**config.mk**
```make
export PLATFORM = sky130hd
export DESIGN_NAME = qps_sequencer
export DESIGN_NICKNAME = d
export VERILOG_FILES = /design/src/common/qps_pkg.sv /design/src/rtl/qps_sequencer.sv
export SDC_FILE = /design/constraint.sdc
export NUM_CORES = 1
export LEC_CHECK = 0
export CAP_MARGIN = 10
export CORE_MARGIN = 3
export CORE_UTILIZATION = 50
export CTS_CLUSTER_SIZE = 28
export DETAILED_ROUTE_END_ITERATION = 6
export DONT_BUFFER_PORTS = 1
export SLEW_MARGIN = 20
export SYNTH_ARGS = -nofsm -noshare
export SYNTH_HDL_FRONTEND = slang
export SYNTH_SLANG_ARGS = --single-unit
```
**constraint.sdc**
```tcl
create_clock -name clk -period 5.7 [get_ports clk]
set_input_delay 0.285 -clock clk [delete_from_list [all_inputs] [get_ports clk]]
set_output_delay 0.285 -clock clk [all_outputs]
set_load 0.03 [all_outputs]
```
**src/common/qps_pkg.sv**
```systemverilog
package qps_pkg;
    // Timing
    localparam int CLK_NS = 40;
    localparam int SLOT_NS = 2000000;
    localparam int SLOT_CYC = (SLOT_NS + CLK_NS - 1) / CLK_NS;
    localparam int BURN_NS = 100000000;
    localparam int BURN_CYC = (BURN_NS + CLK_NS - 1) / CLK_NS;
    localparam int CNT_W = 23;

    // Register offsets
    localparam logic [7:0] RAIL_CTL_OFS = 8'h0C;
    localparam logic [7:0] ADDR_CTL_OFS = 8'h0D;
    localparam logic [7:0] SYS_CTL_OFS = 8'h0E;
    localparam logic [7:0] UNLOCK_OFS = 8'h11;
    localparam logic [7:0] STATUS_OFS = 8'h12;
    localparam logic [7:0] PAGE_INFO_OFS = 8'h13;
    localparam logic [7:0] SLOT_SEL_OFS = 8'h14;

    // Field positions
    localparam int RAIL1_EN_BIT = 7;
    localparam int SEQ_OFF_BIT = 5;
    localparam int ADDR_LSB = 0;
    localparam int BURN_BIT = 5;
    localparam int GPIO_MODE_LSB = 6;
    localparam logic [1:0] GPIO_ADDR_MODE = 2'h0;
    localparam logic [1:0] ADDR_FIXED = 2'h3;

    // Stored defaults, restored on undervoltage
    localparam logic [7:0] RAIL_CTL_RST = 8'hF0;
    localparam logic [7:0] ADDR_CTL_RST = 8'h28;
    localparam logic [7:0] SYS_CTL_RST = 8'h40;
    localparam logic [7:0] SLOT_SEL_RST = 8'hE4;
    localparam logic [7:0] UNLOCK_RST = 8'h00;

    // Arbitrary values, not taken from any real part
    localparam logic [7:0] UNLOCK_CODE = 8'h5A;
    localparam logic [3:0] VENDOR_ID = 4'h3;

    localparam logic [2:0] OFF_SLOT_START = 3'h4;
    localparam logic [2:0] ON_SLOT_LAST = 3'h4;

    typedef enum logic [2:0] {
        ST_NO_SUPPLY = 3'b000,
        ST_POWER_OFF = 3'b001,
        ST_ON_SEQ = 3'b010,
        ST_POWER_ON = 3'b011,
        ST_OFF_SEQ = 3'b100,
        ST_THERMAL_HOLD = 3'b101
    } qps_state_t;

    typedef struct packed {
        logic wr;
        logic rd;
        logic [7:0] addr;
        logic [7:0] wdata;
    } qps_req_t;
endpackage

```
**src/rtl/qps_sequencer.sv**
```systemverilog
`timescale 1ns/1ps
// How it works
// - Burn trigger writable only while unlock register holds the unlock code.
// - Status bits 7..4 show live power-good of rails 1 to 4.
// - Status bit 3 follows the die hot warning detector.
// - Status bit 2 is high while held in thermal shutdown.
// - Page info bit 3 is checksum error; high until a burn has happened.
// - Page info bits 2..0 give the active stored page index.
// - In address pin mode the pin band overrides register address bits.
// - Four pin bands map to addresses 1101000 through 1101011 while address register bits 4..2 hold 010.
// - Address register bits 4..0 give A5..A1; A7 and A6 fixed at one.
// - Default slave address is 1101000.
// - Address register writes change the response address on the next clock.
// - Enable low keeps rails off; registers stay usable above undervoltage.
// - Power-off: rails off, enable high starts the power-on sequence.
// - Rails turn on in slot order; enable low aborts to power-off.
// - Power-on: enabled rails run and power good is high.
// - Enable high starts sequence; each rail only if its enable bit set.
// - After thermal shutdown, cooling with enable high restarts the power-on sequence; with enable low it goes to power-off.
// - Four time slots; each rail starts in its selected slot.
// - Enable low while powered starts the power-off sequence.
// - Power good drops before rails; sequenced mode turns off in reverse order.
// - Enable is ignored during the whole power-off sequence.
// - With sequenced shutdown clear, all rails turn off together.
// - Burn end clears the trigger and increments the page index.
// - Undervoltage restores register defaults; thermal shutdown keeps them.
module qps_sequencer #(
    parameter int SLOT_CYCLES = qps_pkg::SLOT_CYC,
    parameter int BURN_CYCLES = qps_pkg::BURN_CYC
) (
    input wire logic clk,
    input wire logic rst_b,
    input wire logic supply_undervoltage_lockout,
    input wire logic enable_sync_input,
    input wire logic die_over_temp,
    input wire logic die_hot_warning,
    input wire logic [3:0] rail_good,
    input wire logic [1:0] add_band,
    input wire logic burn_crc_error,
    input wire qps_pkg::qps_req_t reg_req,
    output logic [3:0] rail_enable,
    output logic power_good_output,
    output logic thermal_shutdown_flag,
    output logic [7:0] rd_data,
    output logic rd_valid,
    output logic wr_refused,
    output logic [6:0] slave_addr
);
    import qps_pkg::*;

    qps_state_t state;
    qps_state_t next_state;
    logic [2:0] on_slot;
    logic [2:0] off_slot;
    logic [CNT_W-1:0] slot_cnt;
    logic [CNT_W-1:0] burn_cnt;
    logic [7:0] rail_ctl;
    logic [7:0] addr_ctl;
    logic [7:0] sys_ctl;
    logic [7:0] slot_sel;
    logic [7:0] unlock;
    logic [2:0] active_page_index;
    logic crc_flag;

    // Two-bit slot selection of one rail
    function automatic logic [2:0] slot_of(input logic [7:0] sel, input int idx);
        return {1'b0, sel[2*idx +: 2]};
    endfunction

    wire uv = supply_undervoltage_lockout;
    wire ot = die_over_temp;
    wire en_in = enable_sync_input;
    wire slot_tick = slot_cnt == CNT_W'(SLOT_CYCLES - 1);
    wire burn_busy = burn_cnt != '0;
    wire unlocked = unlock == UNLOCK_CODE;
    wire wr_ok = reg_req.wr && !burn_busy && !uv;
    wire seq_off = addr_ctl[SEQ_OFF_BIT];
    wire burn_req = wr_ok && reg_req.addr == SYS_CTL_OFS && unlocked
        && reg_req.wdata[BURN_BIT];

    // Slot index after this edge; rails key off it so each slot lasts exactly one slot time
    wire [2:0] next_on_slot = (state != ST_ON_SEQ) ? 3'h0 :
        (slot_tick && on_slot != ON_SLOT_LAST) ? on_slot + 3'h1 : on_slot;

    // Per-rail decode: enable bit, slot reached, slot still kept on
    wire [3:0] rail_bit;
    wire [3:0] on_go;
    wire [3:0] off_keep;
    wire [3:0] pending;
    genvar gi;
    generate
        for (gi = 0; gi < 4; gi++) begin : g_rail
            assign rail_bit[gi] = rail_ctl[RAIL1_EN_BIT - gi];
            assign on_go[gi] = rail_bit[gi] && slot_of(slot_sel, gi) <= next_on_slot;
            assign off_keep[gi] = seq_off && slot_of(slot_sel, gi) < off_slot;
            assign pending[gi] = rail_bit[gi] && slot_of(slot_sel, gi) >= on_slot;
        end
    endgenerate

    wire all_good = (rail_good & rail_bit) == rail_bit;
    wire on_done = pending == 4'h0 && all_good;

    // Next state; undervoltage beats everything, over-temperature next
    always_comb begin
        next_state = state;
        case (state)
            ST_NO_SUPPLY: begin
                if (!uv) next_state = ST_POWER_OFF;
            end
            ST_POWER_OFF: begin
                if (ot) next_state = ST_THERMAL_HOLD;
                else if (en_in) next_state = ST_ON_SEQ;
            end
            ST_ON_SEQ: begin
                if (ot) next_state = ST_THERMAL_HOLD;
                else if (!en_in) next_state = ST_POWER_OFF;
                else if (on_done) next_state = ST_POWER_ON;
            end
            ST_POWER_ON: begin
                if (ot) next_state = ST_THERMAL_HOLD;
                else if (!en_in) next_state = ST_OFF_SEQ;
            end
            ST_OFF_SEQ: begin
                // Enable is blanked so the outputs finish discharging
                if (ot) next_state = ST_THERMAL_HOLD;
                else if (off_slot == 3'h0) next_state = ST_POWER_OFF;
            end
            ST_THERMAL_HOLD: begin
                if (!ot) next_state = en_in ? ST_ON_SEQ : ST_POWER_OFF;
            end
            default: next_state = ST_NO_SUPPLY;
        endcase
        if (uv) next_state = ST_NO_SUPPLY;
    end

    // Rail drive follows the state being entered
    wire [3:0] next_rail =
        (next_state == ST_ON_SEQ) ? on_go :
        (next_state == ST_POWER_ON) ? rail_enable :
        (next_state == ST_OFF_SEQ && state == ST_OFF_SEQ) ? (rail_enable & off_keep) :
        (next_state == ST_OFF_SEQ) ? rail_enable : 4'h0;

    // State, rails, power good
    always_ff @(posedge clk or negedge rst_b) begin
        if (!rst_b) begin
            state <= ST_NO_SUPPLY;
            rail_enable <= 4'h0;
            power_good_output <= 1'b0;
            thermal_shutdown_flag <= 1'b0;
        end else begin
            state <= next_state;
            rail_enable <= next_rail;
            power_good_output <= next_state == ST_POWER_ON;
            thermal_shutdown_flag <= next_state == ST_THERMAL_HOLD;
        end
    end

    // Slot timer restarts on every state change
    always_ff @(posedge clk or negedge rst_b) begin
        if (!rst_b) begin
            slot_cnt <= '0;
        end else if (state != next_state || slot_tick) begin
            slot_cnt <= '0;
        end else begin
            slot_cnt <= slot_cnt + CNT_W'(1);
        end
    end

    // Slot indexes: up while powering on, down while powering off
    always_ff @(posedge clk or negedge rst_b) begin
        if (!rst_b) begin
            on_slot <= 3'h0;
            off_slot <= OFF_SLOT_START;
        end else begin
            if (state != ST_ON_SEQ) on_slot <= 3'h0;
            else if (slot_tick && on_slot != ON_SLOT_LAST) on_slot <= on_slot + 3'h1;
            if (state != ST_OFF_SEQ) off_slot <= OFF_SLOT_START;
            else if (slot_tick && off_slot != 3'h0) off_slot <= off_slot - 3'h1;
        end
    end

    // Register writes; writes are locked out while a burn runs
    always_ff @(posedge clk or negedge rst_b) begin
        if (!rst_b) begin
            rail_ctl <= RAIL_CTL_RST;
            addr_ctl <= ADDR_CTL_RST;
            sys_ctl <= SYS_CTL_RST;
            slot_sel <= SLOT_SEL_RST;
            unlock <= UNLOCK_RST;
        end else if (uv) begin
            rail_ctl <= RAIL_CTL_RST;
            addr_ctl <= ADDR_CTL_RST;
            sys_ctl <= SYS_CTL_RST;
            slot_sel <= SLOT_SEL_RST;
            unlock <= UNLOCK_RST;
        end else if (burn_cnt == CNT_W'(1)) begin
            sys_ctl[BURN_BIT] <= 1'b0;
        end else if (wr_ok) begin
            if (reg_req.addr == RAIL_CTL_OFS) begin
                rail_ctl <= reg_req.wdata;
            end else if (reg_req.addr == ADDR_CTL_OFS) begin
                addr_ctl <= reg_req.wdata;
            end else if (reg_req.addr == SYS_CTL_OFS) begin
                sys_ctl <= {reg_req.wdata[7:6], burn_req, reg_req.wdata[4:0]};
            end else if (reg_req.addr == UNLOCK_OFS) begin
                unlock <= reg_req.wdata;
            end else if (reg_req.addr == SLOT_SEL_OFS) begin
                slot_sel <= reg_req.wdata;
            end
        end
    end

    // Burn timer, page index and checksum flag; these survive undervoltage
    always_ff @(posedge clk or negedge rst_b) begin
        if (!rst_b) begin
            burn_cnt <= '0;
            active_page_index <= 3'h0;
            crc_flag <= 1'b1;
        end else if (burn_req) begin
            burn_cnt <= CNT_W'(BURN_CYCLES);
        end else if (burn_busy) begin
            burn_cnt <= burn_cnt - CNT_W'(1);
            if (burn_cnt == CNT_W'(1)) begin
                active_page_index <= active_page_index + 3'h1;
                crc_flag <= burn_crc_error;
            end
        end
    end

    // Read selection and slave address
    wire [7:0] status_word = {rail_good[0], rail_good[1], rail_good[2], rail_good[3],
        die_hot_warning, thermal_shutdown_flag, 2'b00};
    wire [7:0] page_word = {VENDOR_ID, crc_flag, active_page_index};
    wire [7:0] rd_mux =
        (reg_req.addr == RAIL_CTL_OFS) ? rail_ctl :
        (reg_req.addr == ADDR_CTL_OFS) ? addr_ctl :
        (reg_req.addr == SYS_CTL_OFS) ? sys_ctl :
        (reg_req.addr == STATUS_OFS) ? status_word :
        (reg_req.addr == PAGE_INFO_OFS) ? page_word :
        (reg_req.addr == SLOT_SEL_OFS) ? slot_sel : 8'h00;
    wire pin_addr = sys_ctl[GPIO_MODE_LSB +: 2] == GPIO_ADDR_MODE;
    wire [4:0] reg_addr = addr_ctl[ADDR_LSB +: 5];
    wire [6:0] next_slave = pin_addr ? {ADDR_FIXED, reg_addr[4:2], add_band}
        : {ADDR_FIXED, reg_addr};

    // Read answers one cycle after the request
    always_ff @(posedge clk or negedge rst_b) begin
        if (!rst_b) begin
            rd_data <= 8'h00;
            rd_valid <= 1'b0;
            wr_refused <= 1'b0;
            slave_addr <= {ADDR_FIXED, ADDR_CTL_RST[4:0]};
        end else begin
            rd_valid <= reg_req.rd && !uv;
            if (reg_req.rd && !uv) rd_data <= rd_mux;
            wr_refused <= reg_req.wr && (burn_busy || uv);
            slave_addr <= next_slave;
        end
    end
endmodule

```
==> results of run 1 <==
## worst register-to-register path: cells and delay by family, from the launching register on
family	cells	cell delay (ps)
fa+ha+maj	1	340
simple gates	5	1790
mux	1	160
flops	1	440
compound gates	3	520
## cells by family after synthesis
kind of cell,Yosys count,synth area share
AND/OR/NAND/NOR,264,0.2238
AO/OA/AOI/OAI,124,0.1184
flip-flops,120,0.4587
other,1,0.0005695
adder cells (fa/ha/maj),28,0.05320
multiplexers,33,0.05130
XOR/XNOR,39,0.05187
buffers and inverters,71,0.04218
## worst paths after layout
path,to,slack [ps],cells after the start
setup / recovery,rail_enable[2]$_DFFE_PN0P_,2340,10
setup reg to reg,rail_enable[2]$_DFFE_PN0P_,2340,10
min in group asynchronous,rd_data[2]$_DFFE_PN0P_,480,2
hold / removal,slave_addr[1]$_DFF_PN0_,20,1
hold reg to reg,slave_addr[3]$_DFF_PN1_,390,0
max in group asynchronous,burn_cnt[9]$_DFFE_PN0P_,4750,2
## per-layer routing
metal / wire length (um) / GRT usage / share of wire / vias to the layer above
met4: 265 / 0.07082 / 0.016 / 0
li1: - / - / - / 2457
met3: 980 / 0.06080 / 0.060 / 20
met5: 0 / 0 / 0 / -
met2: 7917 / 0.3832 / 0.48 / 137
met1: 7209 / 0.3134 / 0.44 / 2511
## report_power, final
group          total, mW  switching (mW)  internal, mW
logic             0.0904          0.0628        0.0277
clock network       1.24           0.366         0.878
registers          0.875          0.0139         0.861
total               2.21           0.443          1.77
## synth_stat cells, types with 3 or more instances
| master | count | share of area |
|---|---|---|
| a211oi_1 | 6 | 0.0068 |
| a21oi_1 | 41 | 0.031 |
| a221oi_1 | 3 | 0.0040 |
| a31oi_1 | 7 | 0.0066 |
| and2_1 | 5 | 0.0048 |
| and4_1 | 24 | 0.032 |
| buf_2 | 3 | 0.0023 |
| clkbuf_1 | 22 | 0.013 |
| dfrtp_1 | 106 | 0.40 |
| dfstp_2 | 14 | 0.056 |
| ha_1 | 28 | 0.053 |
| inv_1 | 41 | 0.023 |
| mux2_2 | 6 | 0.010 |
| mux2i_1 | 27 | 0.041 |
| nand2_1 | 53 | 0.030 |
| nand2b_1 | 13 | 0.012 |
| nand3_1 | 13 | 0.0099 |
| nand4_1 | 7 | 0.0066 |
| nor2_1 | 64 | 0.036 |
| nor2b_1 | 4 | 0.0038 |
| nor3_1 | 24 | 0.018 |
| nor3b_1 | 3 | 0.0034 |
| nor4_1 | 11 | 0.010 |
| o211ai_1 | 3 | 0.0034 |
| o21ai_0 | 27 | 0.021 |
| o22ai_1 | 5 | 0.0048 |
| o31a_1 | 3 | 0.0040 |
| o31ai_1 | 5 | 0.0057 |
| o32a_1 | 4 | 0.0061 |
| o32ai_1 | 7 | 0.0093 |
| or2_2 | 5 | 0.0048 |
| or3_1 | 11 | 0.010 |
| or4_1 | 12 | 0.014 |
| xnor2_1 | 20 | 0.027 |
| xor2_1 | 19 | 0.025 |
## registers in the layout, indices dropped and copies added, names as in the netlist
signal and count:
active_page_index 3, addr_ctl 8, burn_cnt 23, crc_flag 1
off_slot 3, on_slot 3, power_good_output 1, rail_ctl 8
rail_enable 4, rd_data 8, rd_valid 1, slave_addr 5
slot_cnt 23, slot_sel 8, state 3, sys_ctl 8
thermal_shutdown_flag 1, unlock 8, wr_refused 1
## cells in the final DEF (no fill, tap or decap), types with 7 or more instances in the layout
master	count
or3_1	11
or4_1	12
nor4_1	10
a21oi_1	41
dfrtp_1	106
mux2i_1	27
nand3_1	13
ha_1	28
nor2_1	64
o32ai_1	7
dfstp_2	14
xor2_1	19
nand2b_1	13
nand4_1	7
xnor2_1	20
o21ai_0	27
dlygate4sd3_1	7
a31oi_1	7
nand2_1	53
clkbuf_16	17
nor3_1	24
inv_1	41
and4_1	24
## final cells by class
cell class / instances / area [sq um] / area share
Clock buffer: 25 / 505.5 / 0.06719
Clock inverter: 7 / 185.2 / 0.02461
Inverter: 43 / 161.4 / 0.02145
Multi-Input combinational cell: 490 / 3318 / 0.4410
Sequential cell: 120 / 3020 / 0.4015
Tap cell: 172 / 215.2 / 0.02860
Timing Repair Buffer: 11 / 117.6 / 0.01563
## what timing repair did
| action | CTS | global route |
|---|---|---|
| hold endpoints to repair | 151 | 1 |
| setup buffers | 0 | 0 |
| hold buffers | 8 | 1 |
| gates resized for setup | 0 | 0 |
## through the flow
| step | hold WS, ps | power, mW | setup slack, ps | instances | utilization |
|---|---|---|---|---|---|
| after CTS | 9.115 | 2.234 | 2315 | 867 | 0.5869 |
| final | 24.20 | 2.210 | 2342 | 868 | 0.5890 |
| after floorplan | -10.59 | 0.9425 | 2816 | 681 | - |
| after global routing | 6.561 | 2.287 | 2136 | 868 | 0.5890 |
| after detailed placement | -7.523 | 0.9530 | 2361 | 827 | 0.5252 |
| after global placement | -8.140 | 0.9521 | 2481 | 827 | 0.5252 |
==> flow_summary.toml, run 1 <==
[clock_tree]
h-tree-depth = 4
clk-insertion-delay-late_ps = 410
cts_tree = "done"
clkSlewWorstSetupHoldPaths_ps = 50
ctsRootBufferMaster = "clkbuf_16"
cts_buffers = 17
clock_sinks = 120
clock_path_buffers = 2

[floorplanning]
io_pins = 54
dieArea_sq_um = 14580
rows = 41
core-area_sq_um = 12770
start_util = 0.5155
die_w_um = 120.8
die_h_um = 120.8

[setup_path]
cp_cell_sequence = "or4_1 > or4_1 > nor2_1 > nand2_1 > mux2i_1 > nand2b_1 > ha_1 > a21oi_1 > a211oi_1 > o32ai_1"
critical_path_class = "reg2reg"
crit_fanout = 5
crit_buf_inv = 0
slowest_stage = "or4_1"
worstSetupStartpointType = "flip-flop"
cp.arrival_ps = 3650
crit_family = "simple AND/OR/NAND/NOR gates"
critPathLaunch = "slot_cnt[4]$_DFF_PN0_"
crit_required_ps = 5990
path_common_cell = "or4_1"
worstReg2RegStart = "slot_cnt[4]$_DFF_PN0_"
cpPeakStageDelay_ps = 600
crit_path_end_kind = "flip-flop"

[global_route]
grtUsageTotal = 0.2364
grt_max_degree = 121
grt_pass1_wl_mm = 27.06
grt_overflow_total = 0
antenna_found_initial = 0
grt_pass1_vias = 5130

[synth]
synth_cell_type_count = 60
synthCells = 680
ys_warn_count = 0
syn_area_per_cell_sq_um = 9.684
synth-edff-count = 0
yosysSeqAreaShare = 0.4587
ys_ff_latch = 120
synth_flop_cell = "dfrtp_1"
syn-cell-area_sq_um = 6585
synth-async-reset-ratio = 1.000

[timing]
finalSetupViolCount = 0
rsz0062_at_grt = "no"
clock.fmax_mhz = 297.8
relSlewSlack = 0.4207
skew_ps = 12.04
tightest_slew_ps = 865.2
setup-tns-final_ps = 0
period_share = 0.5891
fin_crit_ps = 3358
hold_viol = 0
final_max_slew_viol_count = 0

[min_path]
hold_path.class = "in2reg"
worstHoldStart = "add_band[1]"

[power]
p_leak_nw = 3.230
ir_drop_v = 0.0002678
cellPowerDensity_nw_per_um2 = 293.8

[routing]
num_vias = 5125
viasPerCell = 5.904
drt_iter0_drc = 397
drc = 1
wl_per_cell_um = 18.86
ant_nets = 0
drt-total-wl_mm = 16.37
dr.pass1.iters = 7

[cells_and_area]
fillers = 1083
nets = 742
antennaDiodeCount = 0
final_area_sq_um = 7523
syn2layout_area_growth_pct = 14.25
drive_gt1_frac = 0.09626

[run_status]
violations = "design-rule violations"
status = "finished, violations left"

[placement]
io_buffer_count = 0
hpwl_mm = 11.16
place.gp.congestion = 0.8905
placed_area_sq_um = 6709

[job]
cap_violations = 0
No activity file was read; power rests on OpenSTA's default activity.
==> run 2, diff against run 1 <==
--- a/config.mk
+++ b/config.mk
@@ -11,6 +11,7 @@
 export CTS_CLUSTER_SIZE = 28
 export DETAILED_ROUTE_END_ITERATION = 6
 export DONT_BUFFER_PORTS = 1
+export PLACE_DENSITY = 0.68
 export SLEW_MARGIN = 20
 export SYNTH_ARGS = -nofsm -noshare
 export SYNTH_HDL_FRONTEND = slang
==> constraint.sdc (replaced) <==
create_clock -name clk -period 2.75 [get_ports clk]
set_input_delay 0.1375 -clock clk [delete_from_list [all_inputs] [get_ports clk]]
set_output_delay 0.1375 -clock clk [all_outputs]
set_load 0.03 [all_outputs]
==> run 2 against run 1 <==
Net effect:
- the run ends with negative hold slack, negative setup slack left
- first-iteration DRC count is 0.50% lower
- core utilization increased by 3.1 points
- global-route usage up 0.39 points
- sequential power is 110% higher
==> flow_summary.toml, run 2 (synthesis results as in run 1) <==
[run_status]
status = "finished, violations left"
violations = "negative hold slack, negative setup slack"

[timing]
rsz0062_at_grt = "yes"
setup_slack_ps = -117.5
hold_viol = 120
finalSetupViolCount = 4
fin_crit_ps = 2867
fin_hold_ws_ps = -584.0
final_max_slew_viol_count = 0
tightest_slew_ps = 689.0
skew_ps = 7.601
period_share = 1.043
relSlewSlack = 0.5364
clock.fmax_mhz = 348.7

[clock_tree]
postCtsHoldBufs = 15
cts_tree = "done"
ctsRootBufferMaster = "clkbuf_16"
clock_sinks = 120
clock_path_buffers = 2
clkSlewWorstSetupHoldPaths_ps = 60
h-tree-depth = 4
cts_buffers = 17
clk-insertion-delay-late_ps = 410

[floorplanning]
die_w_um = 120.8
io_pins = 54
dieArea_sq_um = 14580
die_h_um = 120.8
start_util = 0.5155
core-area_sq_um = 12770
rows = 41

[power]
finalPower_mw = 4.283
cellPowerDensity_nw_per_um2 = 540.7
ir_drop_v = 0.0004152
p_leak_nw = 3.437

[placement]
place.gp.congestion = 0.8665
place_ws_ps = -193.5
io_buffer_count = 0
hpwl_mm = 11.33

[routing]
drc = 0
ant_nets = 0
dr.pass1.iters = 5
wl_per_cell_um = 18.08
drt_iter0_drc = 395
viasPerCell = 5.840
num_vias = 5379
drt-total-wl_mm = 16.65

[cells_and_area]
syn2layout_area_growth_pct = 20.27
nets = 794
final_common_cell = "dfrtp_1"
final_cell_mix = "106 x dfrtp_1, 62 x nor2_1, 52 x nand2_1"
fillers = 1013
seq_area_sq_um = 3020
multiInputGateArea_sq_um = 3379
largestRegisters = "burn_cnt x23, slot_cnt x23"
drive_gt1_frac = 0.1684

[setup_path]
worstReg2RegStart = "slot_cnt[19]$_DFF_PN0_"
cp.depth = 10
endpoint = "rail_enable[2]$_DFFE_PN0P_"
reg2reg_depth = 10
crit_required_ps = 3060
critical_path_class = "reg2reg"
cpPeakStageDelay_ps = 550
slowest_stage = "or4_4"
worstSetupStartpointType = "flip-flop"
critPathLaunch = "slot_cnt[19]$_DFF_PN0_"
path_common_cell = "or4_4"
cp.arrival_ps = 3170
crit_family = "simple AND/OR/NAND/NOR gates"
reg2reg_slack_ps = -120
cp_cell_sequence = "or4_4 > or4_4 > nor2_4 > nand2_2 > mux2i_2 > nand2b_4 > ha_4 > a21oi_2 > a211oi_1 > o32ai_1"
rr_endpoint = "rail_enable[2]$_DFFE_PN0P_"
crit_path_end_kind = "flip-flop"
crit_fanout = 4
crit_buf_inv = 0

[job]
cap_violations = 0

[global_route]
grt_overflow_total = 0
grtUsageTotal = 0.2403
antenna_found_initial = 1
grt_max_degree = 121
grt_pass1_wl_mm = 27.81
grt_pass1_vias = 5428

[min_path]
hold_path.class = "in2async"
## run 2: cell types whose count changed in the layout (fill, tap and decap cells not counted), moves of 2 or more
cell           change
a21oi_1            -4
dlygate4sd3_1      +7
a21oi_2            +4
clkinv_2           +5
buf_12             +2
buf_4             +45
ha_1               -2
or4_1              -3
ha_4               +2
nor2_1             -2
bufinv_16          -3
or4_4              +3
## run 2: how the worst min path moves through the flow
stage,startpoint,end
2_1_floorplan,rst_b,active_page_index[0]$_DFFE_PN0P_
5_1_grt,rst_b,rd_data[7]$_DFFE_PN0P_
3_5_place_dp,rst_b,rd_data[3]$_DFFE_PN0P_
4_1_cts,rst_b,addr_ctl[4]$_DFFE_PN0P_
6_report,rst_b,rd_data[4]$_DFFE_PN0P_
3_3_place_gp,rst_b,active_page_index[2]$_DFFE_PN0P_
## run 2: metal layers
metal,track usage,part of all wire
met1,0.3255,0.45
met2,0.3860,0.48
met3,0.05519,0.057
met5,0,0
met4,0.07365,0.019
## run 2: repair_timing
item	in CTS	in global routing
setup endpoints to repair	4	21
resized for setup	5	6
setup buffers	4	0
endpoints found under the hold margin	169	120
pin swaps	5	1
## run 2: power breakdown
part	internal, mW	switching [mW]	leakage (nW)	total (mW)
Sequential	1.79	0.0246	1.57	1.81
Clock	1.51	0.776	0.306	2.29
Combinational	0.0689	0.117	1.56	0.186
Total	3.37	0.917	3.44	4.28
## run 2: cell type report
class	count	share of cell area
flip-flops and latches	120	0.3814
diodes	1	0.0003160
clock inverters	9	0.01517
inverters	43	0.02038
repair buffers	63	0.06730
well taps	172	0.02717
multi-input cells	490	0.4267
clock buffers	23	0.06161
## run 2: worst register-to-register path, delay by kind of cell (launching register included)
family	cells	cell delay (ps)
multiplexers	1	230
adder cells (fa/ha/maj)	1	210
flip-flops	1	380
AO/OA/AOI/OAI	3	430
AND/OR/NAND/NOR	5	1520
## run 2: per-stage QoR
step                      TNS (ps)  instances  instance area (sq um)  utilization  hold slack (ps)
after floorplan                  0        681                   6610            -           -158.1
after global placement      -435.1        869                   7058       0.5526           -155.3
after detailed placement    -690.3        869                   7058       0.5526           -155.3
after CTS                   -183.2        920                   7886       0.6174           -593.3
after global routing        -903.3        921                   7920       0.6200           -604.3
final                       -402.4        921                   7920       0.6200           -584.0
